$ cat config.mk
export PLATFORM = sky130hd
export DESIGN_NAME = rtcb_core
export DESIGN_NICKNAME = d
export VERILOG_FILES = /design/src/hdl/rtcb_alarm_match.v /design/src/hdl/rtcb_core.v /design/src/hdl/rtcb_sync_edge.v
export VERILOG_INCLUDE_DIRS = /design/src /design/src/include
export SDC_FILE = /design/constraint.sdc
export NUM_CORES = 1
export LEC_CHECK = 0
export ABC_AREA = 1
export ABC_CLOCK_PERIOD_IN_PS = 6300
export BUFFER_PORTS_ARGS = -buffer_cell sky130_fd_sc_hd__buf_2
export CORE_ASPECT_RATIO = 0.75
export CORE_UTILIZATION = 58
export CTS_CLUSTER_DIAMETER = 80
export DETAILED_ROUTE_END_ITERATION = 10
export GPL_TIMING_DRIVEN = 0
export HOLD_SLACK_MARGIN = 0.15
export PLACE_DENSITY = 0.86
export SYNTH_ARGS = -nofsm -noshare
export SYNTH_HDL_FRONTEND = slang
export SYNTH_HIERARCHICAL = 1
export SYNTH_SLANG_ARGS = --single-unit
$ cat constraint.sdc
create_clock -name clock -period 6.3 [get_ports clock]
set_input_delay 0.315 -clock clock [delete_from_list [all_inputs] [get_ports clock]]
set_output_delay 0.315 -clock clock [all_outputs]
set_load 0.01 [all_outputs]
$ cat src/include/rtcb_defs.vh
// Constants for the indirectly addressed real-time-clock bank
`ifndef RTCB_DEFS_VH
`define RTCB_DEFS_VH
`define RTCB_SFR_CTRL      8'hA1
`define RTCB_SFR_AEN       8'hA2
`define RTCB_SFR_PTR       8'hA3
`define RTCB_SFR_DAT       8'hA4
`define RTCB_SFR_KEY       8'hC1
`define RTCB_KEY_VALUE     8'hEA
`define RTCB_IX_SUBSEC     5'h01
`define RTCB_IX_SEC        5'h02
`define RTCB_IX_MIN        5'h03
`define RTCB_IX_HOUR       5'h04
`define RTCB_IX_WDAY       5'h05
`define RTCB_IX_MDAY       5'h06
`define RTCB_IX_MONTH      5'h07
`define RTCB_IX_YEAR       5'h08
`define RTCB_IX_IVAL       5'h09
`define RTCB_IX_ALARM_SECONDS     5'h0A
`define RTCB_IX_ALARM_MINUTES     5'h0B
`define RTCB_IX_ALARM_HOURS    5'h0C
`define RTCB_IX_AL_WDAY    5'h0D
`define RTCB_IX_AL_MDAY    5'h0E
`define RTCB_IX_CAL        5'h0F
`define RTCB_PTR_DIR_BIT   7
`define RTCB_CTRL_IRQEN    7
`define RTCB_CTRL_ALARM_FLAG   6
`define RTCB_CTRL_ITS_HI   5
`define RTCB_CTRL_ITS_LO   4
`define RTCB_CTRL_INTERVAL_FLAG   2
`define RTCB_CTRL_ITEN     1
`define RTCB_AEN_FIELDS    5
`define RTCB_RST_ZERO      8'h00
`define RTCB_RST_MDAY      8'h01
`define RTCB_RST_MONTH     8'h01
`define RTCB_TB_HZ         32768
`define RTCB_SUBSEC_HZ     128
`define RTCB_PRESCALE      (`RTCB_TB_HZ / `RTCB_SUBSEC_HZ)
`define RTCB_PRESCALE_LAST 8'hFF
`define RTCB_SUBSEC_MAX    8'h7F
`define RTCB_SEC_MAX       8'h3B
`define RTCB_MIN_MAX       8'h3B
`define RTCB_HOUR_MAX      8'h17
`define RTCB_WDAY_MAX      8'h06
`define RTCB_MONTH_MAX     8'h0C
`define RTCB_FEB           8'h02
`endif

$ cat src/hdl/rtcb_alarm_match.v
// Combined alarm comparator over five enabled fields
`timescale 1ns/1ps
`default_nettype none
`include "rtcb_defs.vh"
module rtcb_alarm_match (
	input  wire [39:0] cur_fields, // Counters: mday,wday,hour,min,sec from high to low
	input  wire [39:0] alm_fields, // Alarm values in the same order
	input  wire [4:0]  enables,    // Per-field alarm enables
	output wire        match       // All enabled fields equal, at least one enabled
);
	wire [4:0] ok;
	genvar i;
	generate
		for (i = 0; i < `RTCB_AEN_FIELDS; i = i + 1) begin : g_field
			assign ok[i] = ~enables[i] | (cur_fields[8*i+7:8*i] == alm_fields[8*i+7:8*i]);
		end
	endgenerate

	// With no field enabled the alarm never fires
	assign match = (|enables) & (&ok);
endmodule
`default_nettype wire

$ cat src/hdl/rtcb_core.v
// Real-time-clock bank: timekeeping chain, interval timer, alarm and indirect access
`timescale 1ns/1ps
`default_nettype none
`include "rtcb_defs.vh"
module rtcb_core (
	input  wire       clock,         // 200 MHz system clock
	input  wire       rst_n,         // Async reset, active low
	input  wire       tb_clk_in,     // Calibrated 32.768 kHz timebase pin
	input  wire [7:0] sfr_addr,      // Special-register address from the core
	input  wire [7:0] sfr_wdata,     // Write data
	input  wire       sfr_we,        // Write strobe, one cycle
	output reg  [7:0] sfr_rdata_q,   // Read data for sfr_addr, one cycle late
	output reg        irq_q,         // Pending interrupt level
	output reg  [7:0] cal_cfg_q      // Calibration output configuration
);
	reg [7:0] pre_q;
	reg [7:0] subsec_q;
	reg [7:0] sec_q;
	reg [7:0] min_q;
	reg [7:0] hour_q;
	reg [7:0] wday_q;
	reg [7:0] mday_q;
	reg [7:0] month_q;
	reg [7:0] year_q;
	reg [7:0] ival_cmp_q;
	reg [7:0] ival_cnt_q;
	reg [7:0] alarm_seconds_q;
	reg [7:0] alarm_minutes_q;
	reg [7:0] alarm_hours_q;
	reg [7:0] al_wday_q;
	reg [7:0] al_mday_q;
	reg [7:0] ptr_q;
	reg [7:0] dat_q;
	reg [4:0] aen_q;
	reg       irq_en_q;
	reg       it_en_q;
	reg [1:0] its_q;
	reg       it_flag_q;
	reg       al_flag_q;
	reg       key_armed_q;
	reg       rd_pend_q;
	reg       match_q;

	wire tb_rise;
	wire al_match;

	rtcb_sync_edge u_sync (
		.clock (clock),
		.rst_n (rst_n),
		.din   (tb_clk_in),
		.rise  (tb_rise)
	);

	rtcb_alarm_match u_alarm (
		.cur_fields ({mday_q, wday_q, hour_q, min_q, sec_q}),
		.alm_fields ({al_mday_q, al_wday_q, alarm_hours_q, alarm_minutes_q, alarm_seconds_q}),
		.enables    (aen_q),
		.match      (al_match)
	);

	// Month length; year counts from a century start so every fourth year is leap
	function [7:0] month_len;
		input [7:0] mon;
		input [7:0] yr;
		begin
			case (mon)
				8'h04, 8'h06, 8'h09, 8'h0B: month_len = 8'h1E;
				8'h02:                      month_len = (yr[1:0] == 2'h0) ? 8'h1D : 8'h1C;
				default:                    month_len = 8'h1F;
			endcase
		end
	endfunction

	// Sub-register write decode, shared by every writable indirect location
	function hit;
		input [4:0] ptr_ix;
		input [4:0] ix;
		input       commit;
		begin
			hit = commit & (ptr_ix == ix);
		end
	endfunction

	wire sub_tick = tb_rise & (pre_q == `RTCB_PRESCALE_LAST);
	wire sec_tick = sub_tick & (subsec_q >= `RTCB_SUBSEC_MAX);
	wire min_tick = sec_tick & (sec_q >= `RTCB_SEC_MAX);
	wire hr_tick  = min_tick & (min_q >= `RTCB_MIN_MAX);
	wire day_tick = hr_tick & (hour_q >= `RTCB_HOUR_MAX);
	wire mon_tick = day_tick & (mday_q >= month_len(month_q, year_q));
	wire yr_tick  = mon_tick & (month_q >= `RTCB_MONTH_MAX);

	wire we_ctrl = sfr_we & (sfr_addr == `RTCB_SFR_CTRL);
	wire we_aen  = sfr_we & (sfr_addr == `RTCB_SFR_AEN);
	wire we_ptr  = sfr_we & (sfr_addr == `RTCB_SFR_PTR);
	wire we_dat  = sfr_we & (sfr_addr == `RTCB_SFR_DAT);
	wire commit  = we_dat & ptr_q[`RTCB_PTR_DIR_BIT] & key_armed_q;
	wire [4:0] ix = ptr_q[4:0];

	reg its_tick;
	always @* begin
		case (its_q)
			2'h0:    its_tick = sub_tick;
			2'h1:    its_tick = sec_tick;
			2'h2:    its_tick = min_tick;
			default: its_tick = hr_tick;
		endcase
	end

	// Indirect read selection; reserved and unmapped indices read zero
	reg [7:0] ind_rd;
	always @* begin
		case (ix)
			`RTCB_IX_SUBSEC:  ind_rd = subsec_q;
			`RTCB_IX_SEC:     ind_rd = sec_q;
			`RTCB_IX_MIN:     ind_rd = min_q;
			`RTCB_IX_HOUR:    ind_rd = hour_q;
			`RTCB_IX_WDAY:    ind_rd = wday_q;
			`RTCB_IX_MDAY:    ind_rd = mday_q;
			`RTCB_IX_MONTH:   ind_rd = month_q;
			`RTCB_IX_YEAR:    ind_rd = year_q;
			`RTCB_IX_IVAL:    ind_rd = ival_cmp_q;
			`RTCB_IX_ALARM_SECONDS:  ind_rd = alarm_seconds_q;
			`RTCB_IX_ALARM_MINUTES:  ind_rd = alarm_minutes_q;
			`RTCB_IX_ALARM_HOURS: ind_rd = alarm_hours_q;
			`RTCB_IX_AL_WDAY: ind_rd = al_wday_q;
			`RTCB_IX_AL_MDAY: ind_rd = al_mday_q;
			`RTCB_IX_CAL:     ind_rd = cal_cfg_q;
			default:          ind_rd = `RTCB_RST_ZERO;
		endcase
	end

	wire [7:0] ctrl_rd = {irq_en_q, al_flag_q, its_q, 1'b0, it_flag_q, it_en_q, 1'b0};

	// Timekeeping chain; a committed write wins over the carry in the same cycle
	always @(posedge clock or negedge rst_n) begin
		if (!rst_n) begin
			pre_q    <= `RTCB_RST_ZERO;
			subsec_q <= `RTCB_RST_ZERO;
			sec_q    <= `RTCB_RST_ZERO;
			min_q    <= `RTCB_RST_ZERO;
			hour_q   <= `RTCB_RST_ZERO;
			wday_q   <= `RTCB_RST_ZERO;
			mday_q   <= `RTCB_RST_MDAY;
			month_q  <= `RTCB_RST_MONTH;
			year_q   <= `RTCB_RST_ZERO;
		end else begin
			if (tb_rise)
				pre_q <= pre_q + 8'h01;
			if (hit(ix, `RTCB_IX_SUBSEC, commit))
				subsec_q <= sfr_wdata;
			else if (sub_tick)
				subsec_q <= sec_tick ? `RTCB_RST_ZERO : subsec_q + 8'h01;
			if (hit(ix, `RTCB_IX_SEC, commit))
				sec_q <= sfr_wdata;
			else if (sec_tick)
				sec_q <= min_tick ? `RTCB_RST_ZERO : sec_q + 8'h01;
			if (hit(ix, `RTCB_IX_MIN, commit))
				min_q <= sfr_wdata;
			else if (min_tick)
				min_q <= hr_tick ? `RTCB_RST_ZERO : min_q + 8'h01;
			if (hit(ix, `RTCB_IX_HOUR, commit))
				hour_q <= sfr_wdata;
			else if (hr_tick)
				hour_q <= day_tick ? `RTCB_RST_ZERO : hour_q + 8'h01;
			if (hit(ix, `RTCB_IX_WDAY, commit))
				wday_q <= sfr_wdata;
			else if (day_tick)
				wday_q <= (wday_q >= `RTCB_WDAY_MAX) ? `RTCB_RST_ZERO : wday_q + 8'h01;
			if (hit(ix, `RTCB_IX_MDAY, commit))
				mday_q <= sfr_wdata;
			else if (day_tick)
				mday_q <= mon_tick ? `RTCB_RST_MDAY : mday_q + 8'h01;
			if (hit(ix, `RTCB_IX_MONTH, commit))
				month_q <= sfr_wdata;
			else if (mon_tick)
				month_q <= yr_tick ? `RTCB_RST_MONTH : month_q + 8'h01;
			if (hit(ix, `RTCB_IX_YEAR, commit))
				year_q <= sfr_wdata;
			else if (yr_tick)
				year_q <= year_q + 8'h01;
		end
	end

	// Compare and configuration locations
	always @(posedge clock or negedge rst_n) begin
		if (!rst_n) begin
			ival_cmp_q <= `RTCB_RST_ZERO;
			alarm_seconds_q   <= `RTCB_RST_ZERO;
			alarm_minutes_q   <= `RTCB_RST_ZERO;
			alarm_hours_q  <= `RTCB_RST_ZERO;
			al_wday_q  <= `RTCB_RST_ZERO;
			al_mday_q  <= `RTCB_RST_ZERO;
			cal_cfg_q  <= `RTCB_RST_ZERO;
		end else begin
			if (hit(ix, `RTCB_IX_IVAL, commit))
				ival_cmp_q <= sfr_wdata;
			if (hit(ix, `RTCB_IX_ALARM_SECONDS, commit))
				alarm_seconds_q <= sfr_wdata;
			if (hit(ix, `RTCB_IX_ALARM_MINUTES, commit))
				alarm_minutes_q <= sfr_wdata;
			if (hit(ix, `RTCB_IX_ALARM_HOURS, commit))
				alarm_hours_q <= sfr_wdata;
			if (hit(ix, `RTCB_IX_AL_WDAY, commit))
				al_wday_q <= sfr_wdata;
			if (hit(ix, `RTCB_IX_AL_MDAY, commit))
				al_mday_q <= sfr_wdata;
			if (hit(ix, `RTCB_IX_CAL, commit))
				cal_cfg_q <= sfr_wdata;
		end
	end

	// Pointer, data, key and control registers
	always @(posedge clock or negedge rst_n) begin
		if (!rst_n) begin
			ptr_q       <= `RTCB_RST_ZERO;
			dat_q       <= `RTCB_RST_ZERO;
			aen_q       <= 5'h00;
			irq_en_q    <= 1'b0;
			it_en_q     <= 1'b0;
			its_q       <= 2'h0;
			key_armed_q <= 1'b0;
			rd_pend_q   <= 1'b0;
		end else begin
			// Any other write in between disarms the key
			if (sfr_we)
				key_armed_q <= (sfr_addr == `RTCB_SFR_KEY) && (sfr_wdata == `RTCB_KEY_VALUE);
			if (we_ptr)
				ptr_q <= {sfr_wdata[7], 2'h0, sfr_wdata[4:0]};
			rd_pend_q <= we_ptr & ~sfr_wdata[`RTCB_PTR_DIR_BIT];
			if (we_dat)
				dat_q <= sfr_wdata;
			else if (rd_pend_q)
				dat_q <= ind_rd;
			if (we_aen)
				aen_q <= sfr_wdata[4:0];
			if (we_ctrl) begin
				irq_en_q <= sfr_wdata[`RTCB_CTRL_IRQEN];
				its_q    <= sfr_wdata[`RTCB_CTRL_ITS_HI:`RTCB_CTRL_ITS_LO];
				it_en_q  <= sfr_wdata[`RTCB_CTRL_ITEN];
			end
		end
	end

	// Interval timer and event flags; a set in the cycle of a clear wins
	wire ival_hit = it_en_q & its_tick & ((ival_cnt_q + 8'h01) == ival_cmp_q);
	wire al_rise  = al_match & ~match_q;
	always @(posedge clock or negedge rst_n) begin
		if (!rst_n) begin
			ival_cnt_q <= `RTCB_RST_ZERO;
			it_flag_q  <= 1'b0;
			al_flag_q  <= 1'b0;
			match_q    <= 1'b0;
			irq_q      <= 1'b0;
		end else begin
			match_q <= al_match;
			// Disabling the timer holds its count at zero
			if (!it_en_q)
				ival_cnt_q <= `RTCB_RST_ZERO;
			else if (its_tick)
				ival_cnt_q <= ival_hit ? `RTCB_RST_ZERO : ival_cnt_q + 8'h01;
			if (ival_hit)
				it_flag_q <= 1'b1;
			else if (we_ctrl && !sfr_wdata[`RTCB_CTRL_INTERVAL_FLAG])
				it_flag_q <= 1'b0;
			// Edge of the match, so a held match does not refire after a clear
			if (al_rise)
				al_flag_q <= 1'b1;
			else if (we_ctrl && !sfr_wdata[`RTCB_CTRL_ALARM_FLAG])
				al_flag_q <= 1'b0;
			irq_q <= irq_en_q & (it_flag_q | al_flag_q);
		end
	end

	// Special-register read port
	always @(posedge clock or negedge rst_n) begin
		if (!rst_n) begin
			sfr_rdata_q <= `RTCB_RST_ZERO;
		end else begin
			case (sfr_addr)
				`RTCB_SFR_CTRL: sfr_rdata_q <= ctrl_rd;
				`RTCB_SFR_AEN:  sfr_rdata_q <= {3'h0, aen_q};
				`RTCB_SFR_PTR:  sfr_rdata_q <= ptr_q;
				`RTCB_SFR_DAT:  sfr_rdata_q <= dat_q;
				default:        sfr_rdata_q <= `RTCB_RST_ZERO;
			endcase
		end
	end
endmodule
`default_nettype wire

$ cat src/hdl/rtcb_sync_edge.v
// Two-flop synchroniser with rising-edge pulse for the timebase pin
`timescale 1ns/1ps
`default_nettype none
module rtcb_sync_edge (
	input  wire clock, // System clock
	input  wire rst_n, // Async reset, active low
	input  wire din,   // Asynchronous pin level
	output wire rise   // One-cycle pulse per rising edge
);
	reg meta_q;
	reg sync_q;
	reg last_q;

	always @(posedge clock or negedge rst_n) begin
		if (!rst_n) begin
			meta_q <= 1'b0;
			sync_q <= 1'b0;
			last_q <= 1'b0;
		end else begin
			meta_q <= din;
			sync_q <= meta_q;
			last_q <= sync_q;
		end
	end

	// Edge detector reads only the second stage and its delayed copy
	assign rise = sync_q & ~last_q;
endmodule
`default_nettype wire

==> results.sh <==
export IMPL_final_nets=1474
export IMPL_max_clock_freq_ghz=0.330
export IMPL_dieWidth_um=155
export IMPL_place_hpwl_um=23300
export IMPL_h_tree_depth=4
export IMPL_route_detailed_vias_per_inst=5.97
export IMPL_startpoint_type="flip-flop"
export IMPL_1st_iter_drt_viols=1423
export IMPL_preCtsSetupSlack_ns=3.45
export IMPL_cts_repair_timing_setup_buffer_count=0
export IMPL_port_buffer_count=34
export IMPL_cap_viol_max_count=0
export IMPL_cts_tree="yes"
export IMPL_skew_ns=0.0107
export IMPL_mostFrequentLayoutCells="sky130_fd_sc_hd__nand2_1, sky130_fd_sc_hd__inv_1, sky130_fd_sc_hd__dfrtp_1, sky130_fd_sc_hd__o21ai_0, sky130_fd_sc_hd__nor2_1"
export IMPL_max_slew_margin_rel_pct=35.4
export IMPL_fp_coreArea_um2=17000
export IMPL_status="complete, no violations"
export IMPL_slew_viol_final=0
export IMPL_totalWireLength_um=32600
export IMPL_final_layout_size_suffix_gt1_share_pct=7.52
export IMPL_setup_viol=0
export IMPL_final_hold_viol_count=0
export IMPL_final_antenna_net_count=0
export IMPL_finalHoldWorstSlack_ns=0.178
export IMPL_start_util_pct=59.9
export IMPL_cp_arrival_ns=3.35
export IMPL_drt_drc=0
export IMPL_worst_skew_pair_latency_ns=0.44
export IMPL_layout_filler_cells=1445
export IMPL_max_vdd_drop_mv=0.157
export IMPL_actual_slew_at_the_worst_max_slew_pin_ns=0.970
export IMPL_design_portCount=37
export IMPL_cp_data_required_time_ns=6.62
export IMPL_worst_hold_path_num_cells=3
export IMPL_cts_reportedPaths_clkPinSlew_ns=0.07
export IMPL_power_density_nw_per_um2=208
export IMPL_yosys_warnings=6
export IMPL_first_pass_grt_wire_length_um=50200
export IMPL_worst_r2r_cell_count=14
export IMPL_synthCells=1380
export IMPL_design_die_area_um2=18100
export IMPL_die_height_um=117
export IMPL_diodes=0
export IMPL_synth_nets=1417
export IMPL_numClockSinks=176
export IMPL_synthToLayoutAreaGrowth_pct=10.8
export IMPL_synth_seq_cells=176
export IMPL_groute_usage_overall_pct=37.7
export IMPL_cts_inserted_buffers=17
export IMPL_first_global_vias=8953
export IMPL_setup_tns_final_ns=0
export IMPL_final_common_cell="sky130_fd_sc_hd__nand2_1"
export IMPL_weighted_congestion_at_the_end_of_routability_driven_global_placement=1.00
export IMPL_cts_root_buf="sky130_fd_sc_hd__clkbuf_16"
export IMPL_grt_antenna_before_repair=0
export IMPL_path_class="flip-flop to flip-flop"
export IMPL_first_drt_pass_iteration_count=6
export IMPL_final_min_period_over_clock_period_pct=48.1
export IMPL_synth_cell_types=41
export IMPL_route_vias_total=10100
export IMPL_grt_start_max_net_pins=91
export IMPL_hold_path_class="primary input to flip-flop"
export IMPL_timing_critical_path_to_type="flip-flop"
export IMPL_detail_route_wl_per_cell_um=19.3
export IMPL_synth_seq_area_share_pct=43.3
export IMPL_power_static_leakage_nw=5.36
export IMPL_setup_repair_after_global_routing_missed_its_margin="no"
export IMPL_worstPathMaxFanout=10
export IMPL_fp_row_count=41
export IMPL_postSynthAreaPerCell_um2=7.37
export IMPL_synth_cell_area_um2=10200
export IMPL_reg2reg_setup_slack_ns=3.27
export IMPL_grt_remaining_overflow=0
export IMPL_cts_max_path_buffers=2
export IMPL_final_period_minus_worst_setup_slack_ns=3.03
export IMPL_timing_final_ws_setup_ns=3.27
[synthesized netlist by cell type]
cell	count	area, um^2
sky130_fd_sc_hd__buf_2	2	10.0
sky130_fd_sc_hd__o21bai_1	2	15.0
sky130_fd_sc_hd__o22ai_1	28	175
sky130_fd_sc_hd__inv_2	5	18.8
sky130_fd_sc_hd__buf_1	1	3.75
sky130_fd_sc_hd__nor2_1	98	368
sky130_fd_sc_hd__a31o_2	1	8.76
sky130_fd_sc_hd__a22o_1	2	17.5
sky130_fd_sc_hd__nand3_1	76	380
sky130_fd_sc_hd__or2_2	4	25.0
sky130_fd_sc_hd__buf_6	1	11.3
sky130_fd_sc_hd__a21oi_1	9	45.0
sky130_fd_sc_hd__o2bb2ai_1	2	17.5
sky130_fd_sc_hd__dfstp_2	2	52.6
sky130_fd_sc_hd__ha_1	17	213
sky130_fd_sc_hd__xor2_1	25	219
sky130_fd_sc_hd__nor2_4	5	56.3
sky130_fd_sc_hd__clkinv_1	1	3.75
sky130_fd_sc_hd__nor3_1	11	55.1
sky130_fd_sc_hd__a22oi_1	2	15.0
sky130_fd_sc_hd__o221ai_1	7	61.3
sky130_fd_sc_hd__nor2_2	13	81.3
sky130_fd_sc_hd__inv_1	176	661
sky130_fd_sc_hd__nand3_2	4	40.0
sky130_fd_sc_hd__a21oi_2	1	8.76
sky130_fd_sc_hd__clkbuf_1	18	67.6
sky130_fd_sc_hd__nand3b_1	3	22.5
sky130_fd_sc_hd__o211ai_1	22	165
sky130_fd_sc_hd__a211oi_1	2	15.0
sky130_fd_sc_hd__a32o_1	1	10.0
sky130_fd_sc_hd__o2111ai_1	3	26.3
sky130_fd_sc_hd__nand2_1	460	1730
sky130_fd_sc_hd__o21ai_0	109	546
sky130_fd_sc_hd__o21ai_1	7	35.0
sky130_fd_sc_hd__nor4_1	4	25.0
sky130_fd_sc_hd__dfrtp_1	174	4350
sky130_fd_sc_hd__xnor2_1	32	280
sky130_fd_sc_hd__o41ai_1	2	17.5
sky130_fd_sc_hd__nand4_1	42	263
sky130_fd_sc_hd__nand2_2	5	31.3
sky130_fd_sc_hd__nand4_4	1	21.3
[per-stage QoR]
step	util, %	power, mW	cells	area (um^2)
final	66.3	2.35	1686	11300
after CTS	66.3	2.34	1686	11300
after global routing	66.3	2.41	1686	11300
after global placement	62.6	1.33	1650	10600
after floorplan	-	1.26	1380	10200
after detailed placement	62.8	1.34	1651	10700
[cell families after synthesis]
logic type      synth area share (%)
compound gates                  11.6
xor+xnor                        4.91
fa+ha+maj                       2.09
buf+inv                         7.63
flops                           43.3
simple gates                    30.4
[per-layer routing]
| layer | share of wire, % | vias to the layer above | track usage [%] |
|---|---|---|---|
| met3 | 14 | 80 | 10.4 |
| li1 | - | 4590 | - |
| met5 | 0 | - | 0 |
| met2 | 42 | 716 | 54.3 |
| met1 | 40 | 4686 | 53.8 |
| met4 | 3.6 | 0 | 15.0 |
[cell type report]
class / instances / area, um^2 / share of cell area (%)
plain buffers: 22 / 92.6 / 0.822
clock buffers: 23 / 488 / 4.33
clock inverters: 9 / 75.1 / 0.666
inverters: 182 / 683 / 6.06
multi-input cells: 1000 / 4990 / 44.3
flip-flops and latches: 176 / 4410 / 39.1
well taps: 236 / 295 / 2.62
repair buffers: 38 / 238 / 2.11
[what timing repair did]
action	CTS	global route
hold buffers	3	0
gates resized for setup	0	0
endpoints found under the hold margin	86	0
[critical path: stages (launching register included)]
cell,delay (ns)
sky130_fd_sc_hd__dfrtp_1,0.39
sky130_fd_sc_hd__nor4_1,0.48
sky130_fd_sc_hd__inv_1,0.11
sky130_fd_sc_hd__o41ai_1,0.25
sky130_fd_sc_hd__inv_1,0.07
sky130_fd_sc_hd__ha_1,0.26
sky130_fd_sc_hd__o21ai_0,0.17
sky130_fd_sc_hd__nand2_1,0.07
sky130_fd_sc_hd__nand2_1,0.07
sky130_fd_sc_hd__nand3_1,0.15
sky130_fd_sc_hd__nand4_1,0.36
sky130_fd_sc_hd__nand2_2,0.16
sky130_fd_sc_hd__buf_6,0.18
sky130_fd_sc_hd__o21ai_0,0.08
sky130_fd_sc_hd__nand2_1,0.07
[where the power goes]
group	total, mW	internal [mW]	switching (mW)
sequential	1.18	1.16	0.0255
clock	1.02	0.552	0.472
combinational	0.139	0.0358	0.103
[worst paths after layout]
path,start,end
max,month_q[4],year_q[4]
min,sfr_wdata[1],mday_q[1]
max reg2reg,month_q[4],year_q[4]
min reg2reg,u_sync/meta_q,u_sync/sync_q
max in group asynchronous,rst_n,wday_q[6]
min in group asynchronous,rst_n,pre_q[0]
Note: power is estimated with default switching activity, not from simulation.
